[src/common/ledcmd_pkg.sv]
// shared constants, field positions and types for the led colour command decoder
package ledcmd_pkg;
  // frame identifiers and expected data byte counts
  localparam logic [7:0] ID_LED_CONTROL = 8'hA3;
  localparam logic [7:0] ID_COLOR = 8'h64;
  localparam logic [7:0] ID_COLOR_SHORT = 8'h6F;
  localparam logic [3:0] LEN_LED_CONTROL = 4'h4;
  localparam logic [3:0] LEN_COLOR = 4'h8;
  localparam logic [3:0] LEN_COLOR_SHORT = 4'h4;
  localparam logic [3:0] BUF_DEPTH = 4'h8;
  localparam logic [3:0] RX_CNT_OVF = 4'h9;
  localparam logic [7:0] CSUM_ALL_ONES = 8'hFF;
  // data byte positions in the receive buffer
  localparam int IDX_D1 = 0;
  localparam int IDX_D2 = 1;
  localparam int IDX_D3 = 2;
  localparam int IDX_D4 = 3;
  localparam int IDX_D5 = 4;
  localparam int IDX_D6 = 5;
  localparam int IDX_D7 = 6;
  localparam int IDX_D8 = 7;
  // addressing byte
  localparam int ADDR_MODE_BIT = 7;
  localparam int AD_MSB = 5;
  // control byte
  localparam int CTRL_CAL_EN = 7;
  localparam int CTRL_MOD_FREQ = 6;
  localparam int CTRL_LEDS_ON = 5;
  localparam int CTRL_THERM = 4;
  localparam int CTRL_LED3 = 3;
  localparam int CTRL_LED1 = 1;
  localparam logic [7:0] RST_CTRL = 8'h01;
  // colour frame fields
  localparam int POLICY_MSB = 7;
  localparam int POLICY_LSB = 6;
  localparam int FTIME_MSB = 5;
  localparam int FADE_ON_BIT = 7;
  localparam int FADE_SLOPE_BIT = 6;
  localparam int CLR_LEDS_ON_BIT = 5;
  localparam int INTENS_MSB = 3;
  localparam logic [3:0] SHORT_MARK = 4'hF;
  typedef enum logic [1:0] {
    POL_IMMEDIATE = 2'h0,
    POL_STORE = 2'h1,
    POL_RECALL = 2'h2,
    POL_DISCARD = 2'h3
  } update_policy_t;
  // calibration arithmetic
  localparam int CAL_SHIFT = 7;
  localparam logic [10:0] MOD_MAX = 11'h7FF;
  localparam logic [23:0] RST_CAL_ROW1 = 24'h000080;
  localparam logic [23:0] RST_CAL_ROW2 = 24'h008000;
  localparam logic [23:0] RST_CAL_ROW3 = 24'h800000;
  localparam logic [5:0] RST_NODE_ADDR = 6'h00;
  localparam logic [3:0] RST_MEMBERSHIP = 4'h0;
  // register map
  localparam logic [7:0] REG_NODE_CFG = 8'h00;
  localparam logic [7:0] REG_CAL_ROW1 = 8'h04;
  localparam logic [7:0] REG_CAL_ROW2 = 8'h08;
  localparam logic [7:0] REG_CAL_ROW3 = 8'h0C;
  localparam logic [7:0] REG_CONTROL = 8'h10;
  localparam logic [7:0] REG_COLORS = 8'h14;
  localparam logic [7:0] REG_MOD12 = 8'h18;
  localparam logic [7:0] REG_MOD3 = 8'h1C;
  localparam logic [7:0] REG_STATUS = 8'h20;
  localparam int CFG_MEMB_LSB = 8;
  localparam logic [1:0] RESP_OKAY = 2'h0;
  localparam logic [1:0] RESP_SLVERR = 2'h2;

  typedef enum logic [1:0] {
    RX_IDLE = 2'b01,
    RX_DATA = 2'b10
  } rx_state_t;

  typedef struct packed {
    logic valid;
    logic first;
    logic last;
    logic [7:0] data;
  } lin_rx_t;

  typedef struct packed {
    logic leds_on;
    logic [2:0] led_enable;
    logic cal_en;
    logic modulation_frequency_select;
    logic thermal_control_bit;
    logic fading_on;
    logic fading_log;
    logic [5:0] fading_time;
    logic [3:0] intensity;
    logic [2:0][10:0] modulation;
    logic [2:0] overflow;
  } led_drive_t;

  typedef struct packed {
    rx_state_t rx_state;
    logic [7:0] rx_id;
    logic [3:0] rx_cnt;
    logic [7:0] rx_sum;
    logic [7:0][7:0] rx_buf;
    logic [5:0] node_addr;
    logic [3:0] membership;
    logic [2:0][23:0] cal;
    logic [7:0] ctrl;
    logic [2:0][7:0] stored;
    logic [2:0][10:0] mod;
    logic [2:0] ovf;
    logic fading_on;
    logic fading_slope;
    logic [5:0] fading_time;
    logic [3:0] intensity;
    logic slope_violation;
    logic [7:0] frames_ok;
    logic [7:0] csum_err;
    logic aw_got;
    logic [7:0] aw_addr;
    logic w_got;
    logic [31:0] wdata;
    logic [3:0] wstrb;
    logic bvalid;
    logic [1:0] bresp;
    logic rvalid;
    logic [31:0] rdata;
    logic [1:0] rresp;
  } dec_state_t;
endpackage

[src/rtl/calib_row.sv]
// one row of the colour calibration matrix
`timescale 1ns/1ps
module calib_row
  import ledcmd_pkg::*;
(
  input wire logic [23:0] coeff,
  input wire logic [23:0] color,
  output logic [10:0] level,
  output logic overflow
);
  logic [15:0] p0;
  logic [15:0] p1;
  logic [15:0] p2;
  logic [17:0] acc;
  logic [17:0] scaled;

  // coefficient 128 is unity gain; results above the register range saturate
  always_comb begin
    p0 = coeff[7:0] * color[7:0];
    p1 = coeff[15:8] * color[15:8];
    p2 = coeff[23:16] * color[23:16];
    acc = {2'h0, p0} + {2'h0, p1} + {2'h0, p2};
    scaled = acc >> CAL_SHIFT;
    overflow = |scaled[17:11];
    level = overflow ? MOD_MAX : scaled[10:0];
  end
endmodule // calib_row

[src/rtl/led_color_command_decoder.sv]
// led colour command decoder with axi4-lite register slave
// Behaviour
// - led control frame switches outputs on/off
// - broad 0: group match, address ignored
// - broad 1: address match, groups ignored
// - sixteen group bits, several may be set
// - addressed led control applies at once
// - calibration off loads colours unchanged
// - calibration on passes colours through matrix
// - policy 00 applies, 01 stores only
// - policy 10 recalls stored, 11 discards
// - full colour frame ends with three colours
// - short colour frame is group-addressed only
// - short colour group from membership low bits
// - short frame mark nibble plus group flags
// - fading slope 0 means logarithmic fading
// - classic checksum over data bytes verified
`timescale 1ns/1ps
module led_color_command_decoder
  import ledcmd_pkg::*;
(
  input wire logic aclk,
  input wire logic aresetn,
  input wire lin_rx_t rx,
  output led_drive_t drive,
  input wire logic [7:0] s_axi_awaddr,
  input wire logic s_axi_awvalid,
  output logic s_axi_awready,
  input wire logic [31:0] s_axi_wdata,
  input wire logic [3:0] s_axi_wstrb,
  input wire logic s_axi_wvalid,
  output logic s_axi_wready,
  output logic [1:0] s_axi_bresp,
  output logic s_axi_bvalid,
  input wire logic s_axi_bready,
  input wire logic [7:0] s_axi_araddr,
  input wire logic s_axi_arvalid,
  output logic s_axi_arready,
  output logic [31:0] s_axi_rdata,
  output logic [1:0] s_axi_rresp,
  output logic s_axi_rvalid,
  input wire logic s_axi_rready
);
  localparam dec_state_t ST_RST = '{
    rx_state: RX_IDLE,
    node_addr: RST_NODE_ADDR,
    membership: RST_MEMBERSHIP,
    cal: {RST_CAL_ROW3, RST_CAL_ROW2, RST_CAL_ROW1},
    ctrl: RST_CTRL,
    default: '0
  };

  dec_state_t s_reg, s_next;

  function automatic logic [7:0] add_wrap(input logic [7:0] a, input logic [7:0] b);
    logic [8:0] t;
    t = {1'b0, a} + {1'b0, b};
    return t[7:0] + {7'h00, t[8]};
  endfunction

  // frame decode, from the identifier, the running sum and the buffered data bytes
  logic frame_end, csum_ok, len_ok, frame_good;
  logic is_ctrl, is_color, is_short;
  logic node_hit, group_hit, long_hit, short_hit;
  logic [15:0] group_sel;
  update_policy_t policy;
  logic [2:0][7:0] frame_colors, cal_in;
  logic [2:0][10:0] cal_level, new_mod;
  logic [2:0] cal_ovf, new_ovf;
  logic [7:0] ctrl_byte_in;
  logic [31:0] rd_data, cfg_word, wr_word;
  logic rd_hit;

  assign frame_end = rx.valid && !rx.first && rx.last && (s_reg.rx_state == RX_DATA);
  assign csum_ok = (add_wrap(s_reg.rx_sum, rx.data) == CSUM_ALL_ONES);
  assign is_ctrl = (s_reg.rx_id == ID_LED_CONTROL);
  assign is_color = (s_reg.rx_id == ID_COLOR);
  assign is_short = (s_reg.rx_id == ID_COLOR_SHORT);
  assign len_ok = (is_ctrl && s_reg.rx_cnt == LEN_LED_CONTROL)
               || (is_color && s_reg.rx_cnt == LEN_COLOR)
               || (is_short && s_reg.rx_cnt == LEN_COLOR_SHORT);
  assign frame_good = frame_end && csum_ok && len_ok;
  // group bits 15..8 in third byte
  assign group_sel = {s_reg.rx_buf[IDX_D3], s_reg.rx_buf[IDX_D2]};
  // membership code picks one group bit
  assign group_hit = group_sel[s_reg.membership];
  assign node_hit = (s_reg.rx_buf[IDX_D1][AD_MSB:0] == s_reg.node_addr);
  assign long_hit = s_reg.rx_buf[IDX_D1][ADDR_MODE_BIT] ? node_hit : group_hit;
  // low membership bits select a flag
  assign short_hit = (s_reg.rx_buf[IDX_D4][7:4] == SHORT_MARK)
                  && s_reg.rx_buf[IDX_D4][s_reg.membership[1:0]];
  assign policy = update_policy_t'(s_reg.rx_buf[IDX_D4][POLICY_MSB:POLICY_LSB]);
  assign ctrl_byte_in = s_reg.rx_buf[IDX_D4];

  // colours in the last three data bytes, the first three for a short frame
  always_comb begin
    if (is_short) begin
      frame_colors = {s_reg.rx_buf[IDX_D3], s_reg.rx_buf[IDX_D2], s_reg.rx_buf[IDX_D1]};
    end else begin
      frame_colors = {s_reg.rx_buf[IDX_D8], s_reg.rx_buf[IDX_D7], s_reg.rx_buf[IDX_D6]};
    end
  end

  // recall feeds the stored colours through the same path
  assign cal_in = (is_color && policy == POL_RECALL) ? s_reg.stored : frame_colors;

  genvar g;
  generate
    for (g = 0; g < 3; g++) begin : g_cal
      calib_row u_row (
        .coeff(s_reg.cal[g]),
        .color({cal_in[2], cal_in[1], cal_in[0]}),
        .level(cal_level[g]),
        .overflow(cal_ovf[g])
      );
      // raw value when calibration is off
      assign new_mod[g] = s_reg.ctrl[CTRL_CAL_EN] ? cal_level[g] : {3'h0, cal_in[g]};
      assign new_ovf[g] = s_reg.ctrl[CTRL_CAL_EN] && cal_ovf[g];
    end
  endgenerate

  assign cfg_word = {20'h00000, s_reg.membership, 2'h0, s_reg.node_addr};

  // unstrobed byte lanes keep the old register contents
  always_comb begin
    unique case (s_reg.aw_addr[7:2])
      REG_NODE_CFG[7:2]: wr_word = cfg_word;
      REG_CAL_ROW1[7:2]: wr_word = {8'h00, s_reg.cal[0]};
      REG_CAL_ROW2[7:2]: wr_word = {8'h00, s_reg.cal[1]};
      REG_CAL_ROW3[7:2]: wr_word = {8'h00, s_reg.cal[2]};
      default: wr_word = 32'h00000000;
    endcase
    for (int i = 0; i < 4; i++) begin
      if (s_reg.wstrb[i]) begin
        wr_word[i*8 +: 8] = s_reg.wdata[i*8 +: 8];
      end
    end
  end

  always_comb begin
    rd_hit = 1'b1;
    unique case (s_axi_araddr[7:2])
      REG_NODE_CFG[7:2]: rd_data = cfg_word;
      REG_CAL_ROW1[7:2]: rd_data = {8'h00, s_reg.cal[0]};
      REG_CAL_ROW2[7:2]: rd_data = {8'h00, s_reg.cal[1]};
      REG_CAL_ROW3[7:2]: rd_data = {8'h00, s_reg.cal[2]};
      REG_CONTROL[7:2]: rd_data = {12'h000, s_reg.intensity, s_reg.fading_on,
                                   s_reg.fading_slope, s_reg.fading_time, s_reg.ctrl};
      REG_COLORS[7:2]: rd_data = {8'h00, s_reg.stored[2], s_reg.stored[1], s_reg.stored[0]};
      REG_MOD12[7:2]: rd_data = {5'h00, s_reg.mod[1], 5'h00, s_reg.mod[0]};
      REG_MOD3[7:2]: rd_data = {13'h0000, s_reg.ovf, 5'h00, s_reg.mod[2]};
      REG_STATUS[7:2]: rd_data = {8'h00, s_reg.csum_err, s_reg.frames_ok,
                                  7'h00, s_reg.slope_violation};
      default: begin
        rd_data = 32'h00000000;
        rd_hit = 1'b0;
      end
    endcase
  end

  assign s_axi_awready = !s_reg.aw_got && !s_reg.bvalid;
  assign s_axi_wready = !s_reg.w_got && !s_reg.bvalid;
  assign s_axi_arready = !s_reg.rvalid;
  assign s_axi_bvalid = s_reg.bvalid;
  assign s_axi_bresp = s_reg.bresp;
  assign s_axi_rvalid = s_reg.rvalid;
  assign s_axi_rdata = s_reg.rdata;
  assign s_axi_rresp = s_reg.rresp;

  always_comb begin
    s_next = s_reg;
    // register bus: address and data may arrive in either order
    if (s_axi_awvalid && s_axi_awready) begin
      s_next.aw_got = 1'b1;
      s_next.aw_addr = s_axi_awaddr;
    end
    if (s_axi_wvalid && s_axi_wready) begin
      s_next.w_got = 1'b1;
      s_next.wdata = s_axi_wdata;
      s_next.wstrb = s_axi_wstrb;
    end
    if (s_reg.bvalid && s_axi_bready) begin
      s_next.bvalid = 1'b0;
    end
    if (s_reg.aw_got && s_reg.w_got) begin
      s_next.aw_got = 1'b0;
      s_next.w_got = 1'b0;
      s_next.bvalid = 1'b1;
      s_next.bresp = RESP_OKAY;
      unique case (s_reg.aw_addr[7:2])
        REG_NODE_CFG[7:2]: begin
          s_next.node_addr = wr_word[AD_MSB:0];
          s_next.membership = wr_word[CFG_MEMB_LSB +: 4];
        end
        REG_CAL_ROW1[7:2]: s_next.cal[0] = wr_word[23:0];
        REG_CAL_ROW2[7:2]: s_next.cal[1] = wr_word[23:0];
        REG_CAL_ROW3[7:2]: s_next.cal[2] = wr_word[23:0];
        REG_STATUS[7:2]: begin
          if (s_reg.wstrb[0] && s_reg.wdata[0]) begin
            s_next.slope_violation = 1'b0;
          end
        end
        REG_CONTROL[7:2], REG_COLORS[7:2], REG_MOD12[7:2], REG_MOD3[7:2]: begin
        end
        default: s_next.bresp = RESP_SLVERR;
      endcase
    end
    if (s_reg.rvalid && s_axi_rready) begin
      s_next.rvalid = 1'b0;
    end
    if (s_axi_arvalid && s_axi_arready) begin
      s_next.rvalid = 1'b1;
      s_next.rdata = rd_data;
      s_next.rresp = rd_hit ? RESP_OKAY : RESP_SLVERR;
    end

    // frame reception; a first byte always restarts, so a cut frame is dropped
    if (rx.valid && rx.first) begin
      s_next.rx_state = RX_DATA;
      s_next.rx_id = rx.data;
      s_next.rx_cnt = 4'h0;
      s_next.rx_sum = 8'h00;
    end else if (rx.valid) begin
      unique case (s_reg.rx_state)
        RX_IDLE: begin
        end
        RX_DATA: begin
          if (rx.last) begin
            s_next.rx_state = RX_IDLE;
          end else begin
            if (s_reg.rx_cnt < BUF_DEPTH) begin
              s_next.rx_buf[s_reg.rx_cnt[2:0]] = rx.data;
            end
            if (s_reg.rx_cnt < RX_CNT_OVF) begin
              s_next.rx_cnt = s_reg.rx_cnt + 4'h1;
            end
            s_next.rx_sum = add_wrap(s_reg.rx_sum, rx.data);
          end
        end
        default: s_next.rx_state = RX_IDLE;
      endcase
    end

    // failed checksum only counts, nothing else moves
    if (frame_end && !csum_ok) begin
      s_next.csum_err = s_reg.csum_err + 8'h01;
    end
    // frame commit comes last so it wins over a same-cycle flag clear
    if (frame_good) begin
      // whole control byte taken at once
      if (is_ctrl && long_hit) begin
        s_next.ctrl = ctrl_byte_in;
        s_next.frames_ok = s_reg.frames_ok + 8'h01;
      end
      if (is_color && long_hit) begin
        s_next.frames_ok = s_reg.frames_ok + 8'h01;
        s_next.fading_time = s_reg.rx_buf[IDX_D4][FTIME_MSB:0];
        s_next.fading_on = s_reg.rx_buf[IDX_D5][FADE_ON_BIT];
        s_next.fading_slope = s_reg.rx_buf[IDX_D5][FADE_SLOPE_BIT];
        s_next.ctrl[CTRL_LEDS_ON] = s_reg.rx_buf[IDX_D5][CLR_LEDS_ON_BIT];
        s_next.intensity = s_reg.rx_buf[IDX_D5][INTENS_MSB:0];
        // a logarithmic colour request is flagged, still obeyed
        if (!s_reg.rx_buf[IDX_D5][FADE_SLOPE_BIT]) begin
          s_next.slope_violation = 1'b1;
        end
        unique case (policy)
          POL_IMMEDIATE: begin
            s_next.stored = frame_colors;
            s_next.mod = new_mod;
            s_next.ovf = new_ovf;
          end
          POL_STORE: s_next.stored = frame_colors;
          POL_RECALL: begin
            s_next.mod = new_mod;
            s_next.ovf = new_ovf;
          end
          POL_DISCARD: begin
          end
        endcase
      end
      if (is_short && short_hit) begin
        s_next.frames_ok = s_reg.frames_ok + 8'h01;
        s_next.stored = frame_colors;
        s_next.mod = new_mod;
        s_next.ovf = new_ovf;
      end
    end
  end

  always_ff @(posedge aclk) begin
    if (!aresetn) begin
      s_reg <= ST_RST;
    end else begin
      s_reg <= s_next;
    end
  end

  always_comb begin
    drive.leds_on = s_reg.ctrl[CTRL_LEDS_ON];
    drive.led_enable = s_reg.ctrl[CTRL_LED3:CTRL_LED1];
    drive.cal_en = s_reg.ctrl[CTRL_CAL_EN];
    drive.modulation_frequency_select = s_reg.ctrl[CTRL_MOD_FREQ];
    drive.thermal_control_bit = s_reg.ctrl[CTRL_THERM];
    drive.fading_on = s_reg.fading_on;
    drive.fading_log = !s_reg.fading_slope;
    drive.fading_time = s_reg.fading_time;
    drive.intensity = s_reg.intensity;
    drive.modulation = s_reg.mod;
    drive.overflow = s_reg.ovf;
  end
endmodule // led_color_command_decoder

[config.mk]
export PLATFORM = sky130hd
export DESIGN_NAME = led_color_command_decoder
export DESIGN_NICKNAME = d
export VERILOG_FILES = /design/src/common/ledcmd_pkg.sv /design/src/rtl/calib_row.sv /design/src/rtl/led_color_command_decoder.sv
export SDC_FILE = /design/constraint.sdc
export NUM_CORES = 2
export LEC_CHECK = 0
export ABC_AREA = 1
export BUFFER_PORTS_ARGS = -buffer_cell sky130_fd_sc_hd__buf_2
export CAP_MARGIN = 5
export CORE_UTILIZATION = 55
export DETAILED_ROUTE_END_ITERATION = 16
export PLACE_DENSITY = 0.77
export SYNTH_ARGS = -nofsm -noshare
export SYNTH_HDL_FRONTEND = slang
export SYNTH_SLANG_ARGS = --single-unit
[constraint.sdc]
create_clock -name aclk -period 9.15 [get_ports aclk]
set_input_delay 0.4575 -clock aclk [delete_from_list [all_inputs] [get_ports aclk]]
set_output_delay 0.4575 -clock aclk [all_outputs]
set_load 0.02 [all_outputs]
# Yosys cells after proc, flatten, opt, wreduce, memory -nomap -nowiden
# Index checks and enable logic that the tools add are counted.
# word_totals
regBits	340
in_bits	70
elab_cells	209
out_inout_bits	96
# classes
n_addsub	11
bitwise	3
reduce_logical	65
magnitude_cmp	6
n_mux	42
multipliers	9
n_eq_ne	30
# ops
op	count
case mux 27 bit (9 select lines)	1
multiplier 8 x 8 -> 16 bit	9
two-way mux 81 bit	1
two-way mux 24 bit	3
case mux 24 bit (3 select lines)	1
bitwise mux 64 bit	1
two-way mux 60 bit	1
adder 18 x 16 -> 18 bit	3
adder 16 x 16 -> 17 bit	3
== test 6 x 3 -> 1 bit (second input constant)	8
two-way mux 8 bit	6
two-way mux 36 bit	1
two-way mux 35 bit	1
two-way mux 11 bit	3
logical AND 1 bit	25
demux 8 bit (select 3 bit)	1
== test 6 x 2 -> 1 bit (second input constant)	4
OR reduction 9 bit	2
adder 8 x 1 -> 8 bit (second input constant)	2
== test 8 x 7 -> 1 bit (second input constant)	2
== test 8 bit (second input constant)	2
AND reduction 2 bit	8
nonzero test 2 bit	7
== test 6 x 1 -> 1 bit (second input constant)	2
34 further kinds	69

# Longest topological paths before layout
# depth
depth_word	11
ltp_mapped	49
mapped_depth_nobuf	47

# Hierarchy
# From an unflattened synthesis, not the netlist that was laid out.
# hier_totals
hier_cells	5387
hier_area_um2	38371.8
# modules_own_cells
module	area_per_inst_um2	seq_area_each_um2	cells_per_inst	instances
led_color_command_decoder	16529.6	6606.3	2444	1
calib_row at g_cal[2].u_row	7303.3	0.0	978	1
calib_row at g_cal[0].u_row	7269.5	0.0	982	1
calib_row at g_cal[1].u_row	7269.5	0.0	983	1

# Worst setup path after synthesis
# Ideal clock, no wire load.
# synth_path
kind	flip-flop to flip-flop
start	register s_reg[343] (netlist bit)
end	register s_reg, in the netlist drive[19]
stages_incl_launch_ff	39
path_buffers	2
synth_period_minus_slack_ns	9.023
setup_slack_ns	0.127
required_ns	9.029
arrival_time_ns	8.902
cell_sequence	dfxtp_1 > inv_1 > nand2_1 > nor2_1 > nand2_2 > buf_2 > buf_2 > nand2_1 > o21ai_0 > or2_2 > o21ai_2 > clkinv_1 > nand2_1 > fa_1 > fa_1 > fa_1 > inv_1 > fa_1 > (+3 left out) > a21oi_1 > o21ai_0 > xnor2_1 > fa_1 > fa_1 > inv_1 > fa_1 > inv_1 > fa_1 > inv_1 > ha_1 > a21oi_1 > o21ai_0 > a21oi_1 > nand2_1 > or2_2 > a31oi_1 > a21oi_1
# synth_between
elab_chain_len	10
word_cells_on_any_way	26
classes_between	add/sub: 2; mul: 3; eq/ne: 3; mux: 6; reduce/logical: 12
# synth_rtl
element	line	text
start, declared	led_color_command_decoder.sv:53	dec_state_t s_reg, s_next;
start signal, assigned	led_color_command_decoder.sv:294	s_reg <= s_next;
== test 8 x 7 -> 1 bit (on tied branches)	led_color_command_decoder.sv:78, led_color_command_decoder.sv:77	
two-way mux 24 bit / logical AND 1 bit (equally long branches)	led_color_command_decoder.sv:97, led_color_command_decoder.sv:105	
two-way mux 24 bit	led_color_command_decoder.sv:105	assign cal_in = (is_color && policy == POL_RECALL) ? s_reg.stored : frame_colors;
multiplier 8 x 8 -> 16 bit (on tied branches)	calib_row.sv:19, calib_row.sv:20	
adder 16 x 16 -> 17 bit	calib_row.sv:22	acc = {2'h0, p0} + {2'h0, p1} + {2'h0, p2};
adder 18 x 16 -> 18 bit	calib_row.sv:22	
two-way mux 11 bit	led_color_command_decoder.sv:117	assign new_mod[g] = s_reg.ctrl[CTRL_CAL_EN] ? cal_level[g] : {3'h0, cal_in[g]};
two-way mux 36 bit	led_color_command_decoder.sv:266	unique case (policy)
two-way mux 81 bit	led_color_command_decoder.sv:255	if (is_color && long_hit) begin
two-way mux 60 bit	led_color_command_decoder.sv:281	if (is_short && short_hit) begin
# Parallel ways exist; a longest one is shown, timed or not. The select of a mux whose other input is x is not followed.
# A chain may end at the register's enable or synchronous reset.

# Final worst setup path
# layout_path
start	register s_reg[346] (netlist bit)
end	register s_reg, in the netlist drive[13]
# Same word-level chain as after synthesis.

==> flow_summary.ini <==
[detailed_routing]
ant_nets = 0
drc = 0
drtPass1Iterations = 6
dr_total_vias = 35300
initialDrtViolationCount = 3712
drt_wl_total_mm = 134
via_per_inst = 5.81
avgRoutedWirePerCell_um = 22.0

[logic_synthesis]
synth_area_mm2 = 0.0361
yosys_register_bits = 327
synthArstFlopShare_pct = 0
syn_avg_cell_area_um2 = 7.42
synth_top_area_share_pct = 24.3
synth.distinct_cells = 52
yosys_warnings = 0
synth_top_flop_cell = dfxtp_1
netlist_instances = 4873
synthTopCellsByArea = fa_1 24%, dfxtp_1 18%, ha_1 11%, inv_1 10%, nand2_1 7.6%
synth_edf_count = 0
ys_seq_area_share_pct = 18.1
yosys.area.top_type = fa_1

[finish]
fin_util_pct = 66.1
area_growth_pct = 18.4
final_common_cell = inv_1
final_cells = 6072
multi_input_area_mm2 = 0.0261
stdcell_area_mm2 = 0.0428
drive_gt1_share_pct = 17.6
largest_reg_flops = 211
nets = 6013
num-fill-cells = 5499
final_cell_mix = 945 x inv_1, 697 x nand2_1, 574 x nor2_1
seq_area_mm2 = 0.00656

[sta]
finalSetupViolCount = 0
setup_ws_ps = 33.0
rsz0062_at_grt = yes
period_minus_slack_ps = 9120
slew_viol_final = 0
slew_headroom_pct = 8.01
max_freq_mhz = 110
tightestPinTransition_ps = 1370
fin_skew_ps = 39.6
min_period_over_period_pct = 99.6
final_hold_viol_count = 0

[global_routing]
grt_pass1_wl_mm = 195
antenna_found_initial = 7
grt_max_degree = 89
grt_use_total_pct = 38.7
first_global_vias = 33800
overflow = 0

[floorplanning]
dieArea_mm2 = 0.0667
dieWidth_um = 258
die_h_um = 258
start_util_pct = 55.9
core_area_mm2 = 0.0647
io_pins = 166
fp-row-count = 93

[setup_path]
required_ps = 9650
slowest_stage = fa_2
criticalPathCategory = reg -> reg
crit_fanout = 6
r2r-start = s_reg[346]
worstSetupStartpointType = flop
critPathMaxStageDelay_ps = 580
endpoint_kind = flop
critical_path.startpoint = s_reg[346]
critPathArrivalTime_ps = 9620

[placement]
io_buffers = 142
dp_slack_ps = -496
hpwl_mm = 102
placed_cells = 5920
place_area_mm2 = 0.0388
gp_congestion = 1.04

[power_and_ir_drop]
power_w = 0.00337
p_per_area_mw_per_mm2 = 78.7
ir_drop_uv = 165
leakage_nw = 20.7

[clock_network]
cts_tree = built
ctsRootBufferMaster = clkbuf_16
ctsHoldBuffers = 0
path_clk_slew_ps = 70
clk_latency_ps = 590
htree_levels = 2
clkSinkCount = 327
clockBufferDepth = 3
cts_buffers = 38

[worst_hold_path]
hp-class = in -> reg
hp-start = s_axi_bready

[job]
drv_cap = 0

[status]
status = completed
## final cells by class
cell class | count | share of cell area (%)
timing repair buffer | 509 | 8.89
sequential | 327 | 15.3
clock inverter | 23 | 0.720
multi-input combinational | 3282 | 61.0
tap | 855 | 2.50
clock buffer | 46 | 2.43
antenna | 2 | 0.0117
inverter | 1028 | 9.12
## through the flow
| stage | TNS, ps | hold slack (ps) |
|---|---|---|
| after detailed placement | -9630 | 439 |
| after floorplan | 0 | 424 |
| final | 0 | 119 |
| after global routing | -5260 | 129 |
| after CTS | -36.4 | 106 |
| after global placement | -6640 | 434 |
## kinds of logic after synthesis
logic type / Yosys count / share of synthesized area, %
buf+inv: 1274 / 14.3
fa+ha+maj: 757 / 35.3
simple gates: 1542 / 17.1
compound gates: 919 / 13.8
flops: 327 / 18.1
other cells: 1 / 0.0104
xor+xnor: 53 / 1.28
## power by group
part           total (W)  internal (W)  switching, W
clock            0.00167      0.000968      0.000699
sequential       0.00147       0.00145     0.0000254
combinational   0.000229     0.0000575      0.000171
## critical path, delay by kind of cell (launching register included)
| family | cells | cell delay (ps) |
|---|---|---|
| AOI/OAI and AO/OA | 7 | 970 |
| xor gates and xnor gates | 1 | 200 |
| adders and majority gates | 11 | 4870 |
| buffers and inverters | 13 | 1100 |
| DFF | 1 | 320 |
| and+or+nand+nor | 15 | 1580 |
## worst paths after layout
path                        to  slack [ps]  depth (start not counted)
setup / recovery     drive[13]          30                         47
hold / removal    s_axi_bvalid         120                          4
setup reg to reg     drive[13]          30                         47
hold reg to reg     s_reg[306]         450                          2
## cell usage after synthesis, types with 3 or more instances
cell type  instances
inv_1            984
nand2_1          732
nor2_1           604
fa_1             439
a21oi_1          387
o21ai_0          357
dfxtp_1          327
ha_1             318
clkbuf_1         116
nand3_1          105
buf_4             94
xor2_1            43
o22ai_1           38
clkinv_1          34
nor3_1            23
or2_2             23
nand4_1           22
buf_2             21
o211ai_1          21
o21ai_1           19
o221ai_1          16
a22oi_1           14
buf_1             14
a221oi_1          12
o2111ai_1         12
inv_2             10
o21bai_1          10
xnor2_1           10
o21ai_2            9
nand3b_1           8
a31oi_1            7
o31ai_1            7
nor2_2             5
nor4_1             5
a21o_1             3
and3_1             3
## what timing repair did
item	in CTS	in global routing
setup buffers	19	63
pin swaps	37	177
gates cloned	2	1
resized for setup	115	361
endpoints found under the setup margin	32	33
## metal layers
| metal | track usage [%] | vias up | part of all wire (%) |
|---|---|---|---|
| li1 | - | 15700 | - |
| met5 | 0 | - | 0.051 |
| met1 | 48.4 | 16800 | 36 |
| met3 | 9.77 | 630 | 13 |
| met4 | 24.1 | 12 | 7.9 |
| met2 | 59.9 | 2188 | 44 |
Power figures use the tool's default switching activity.
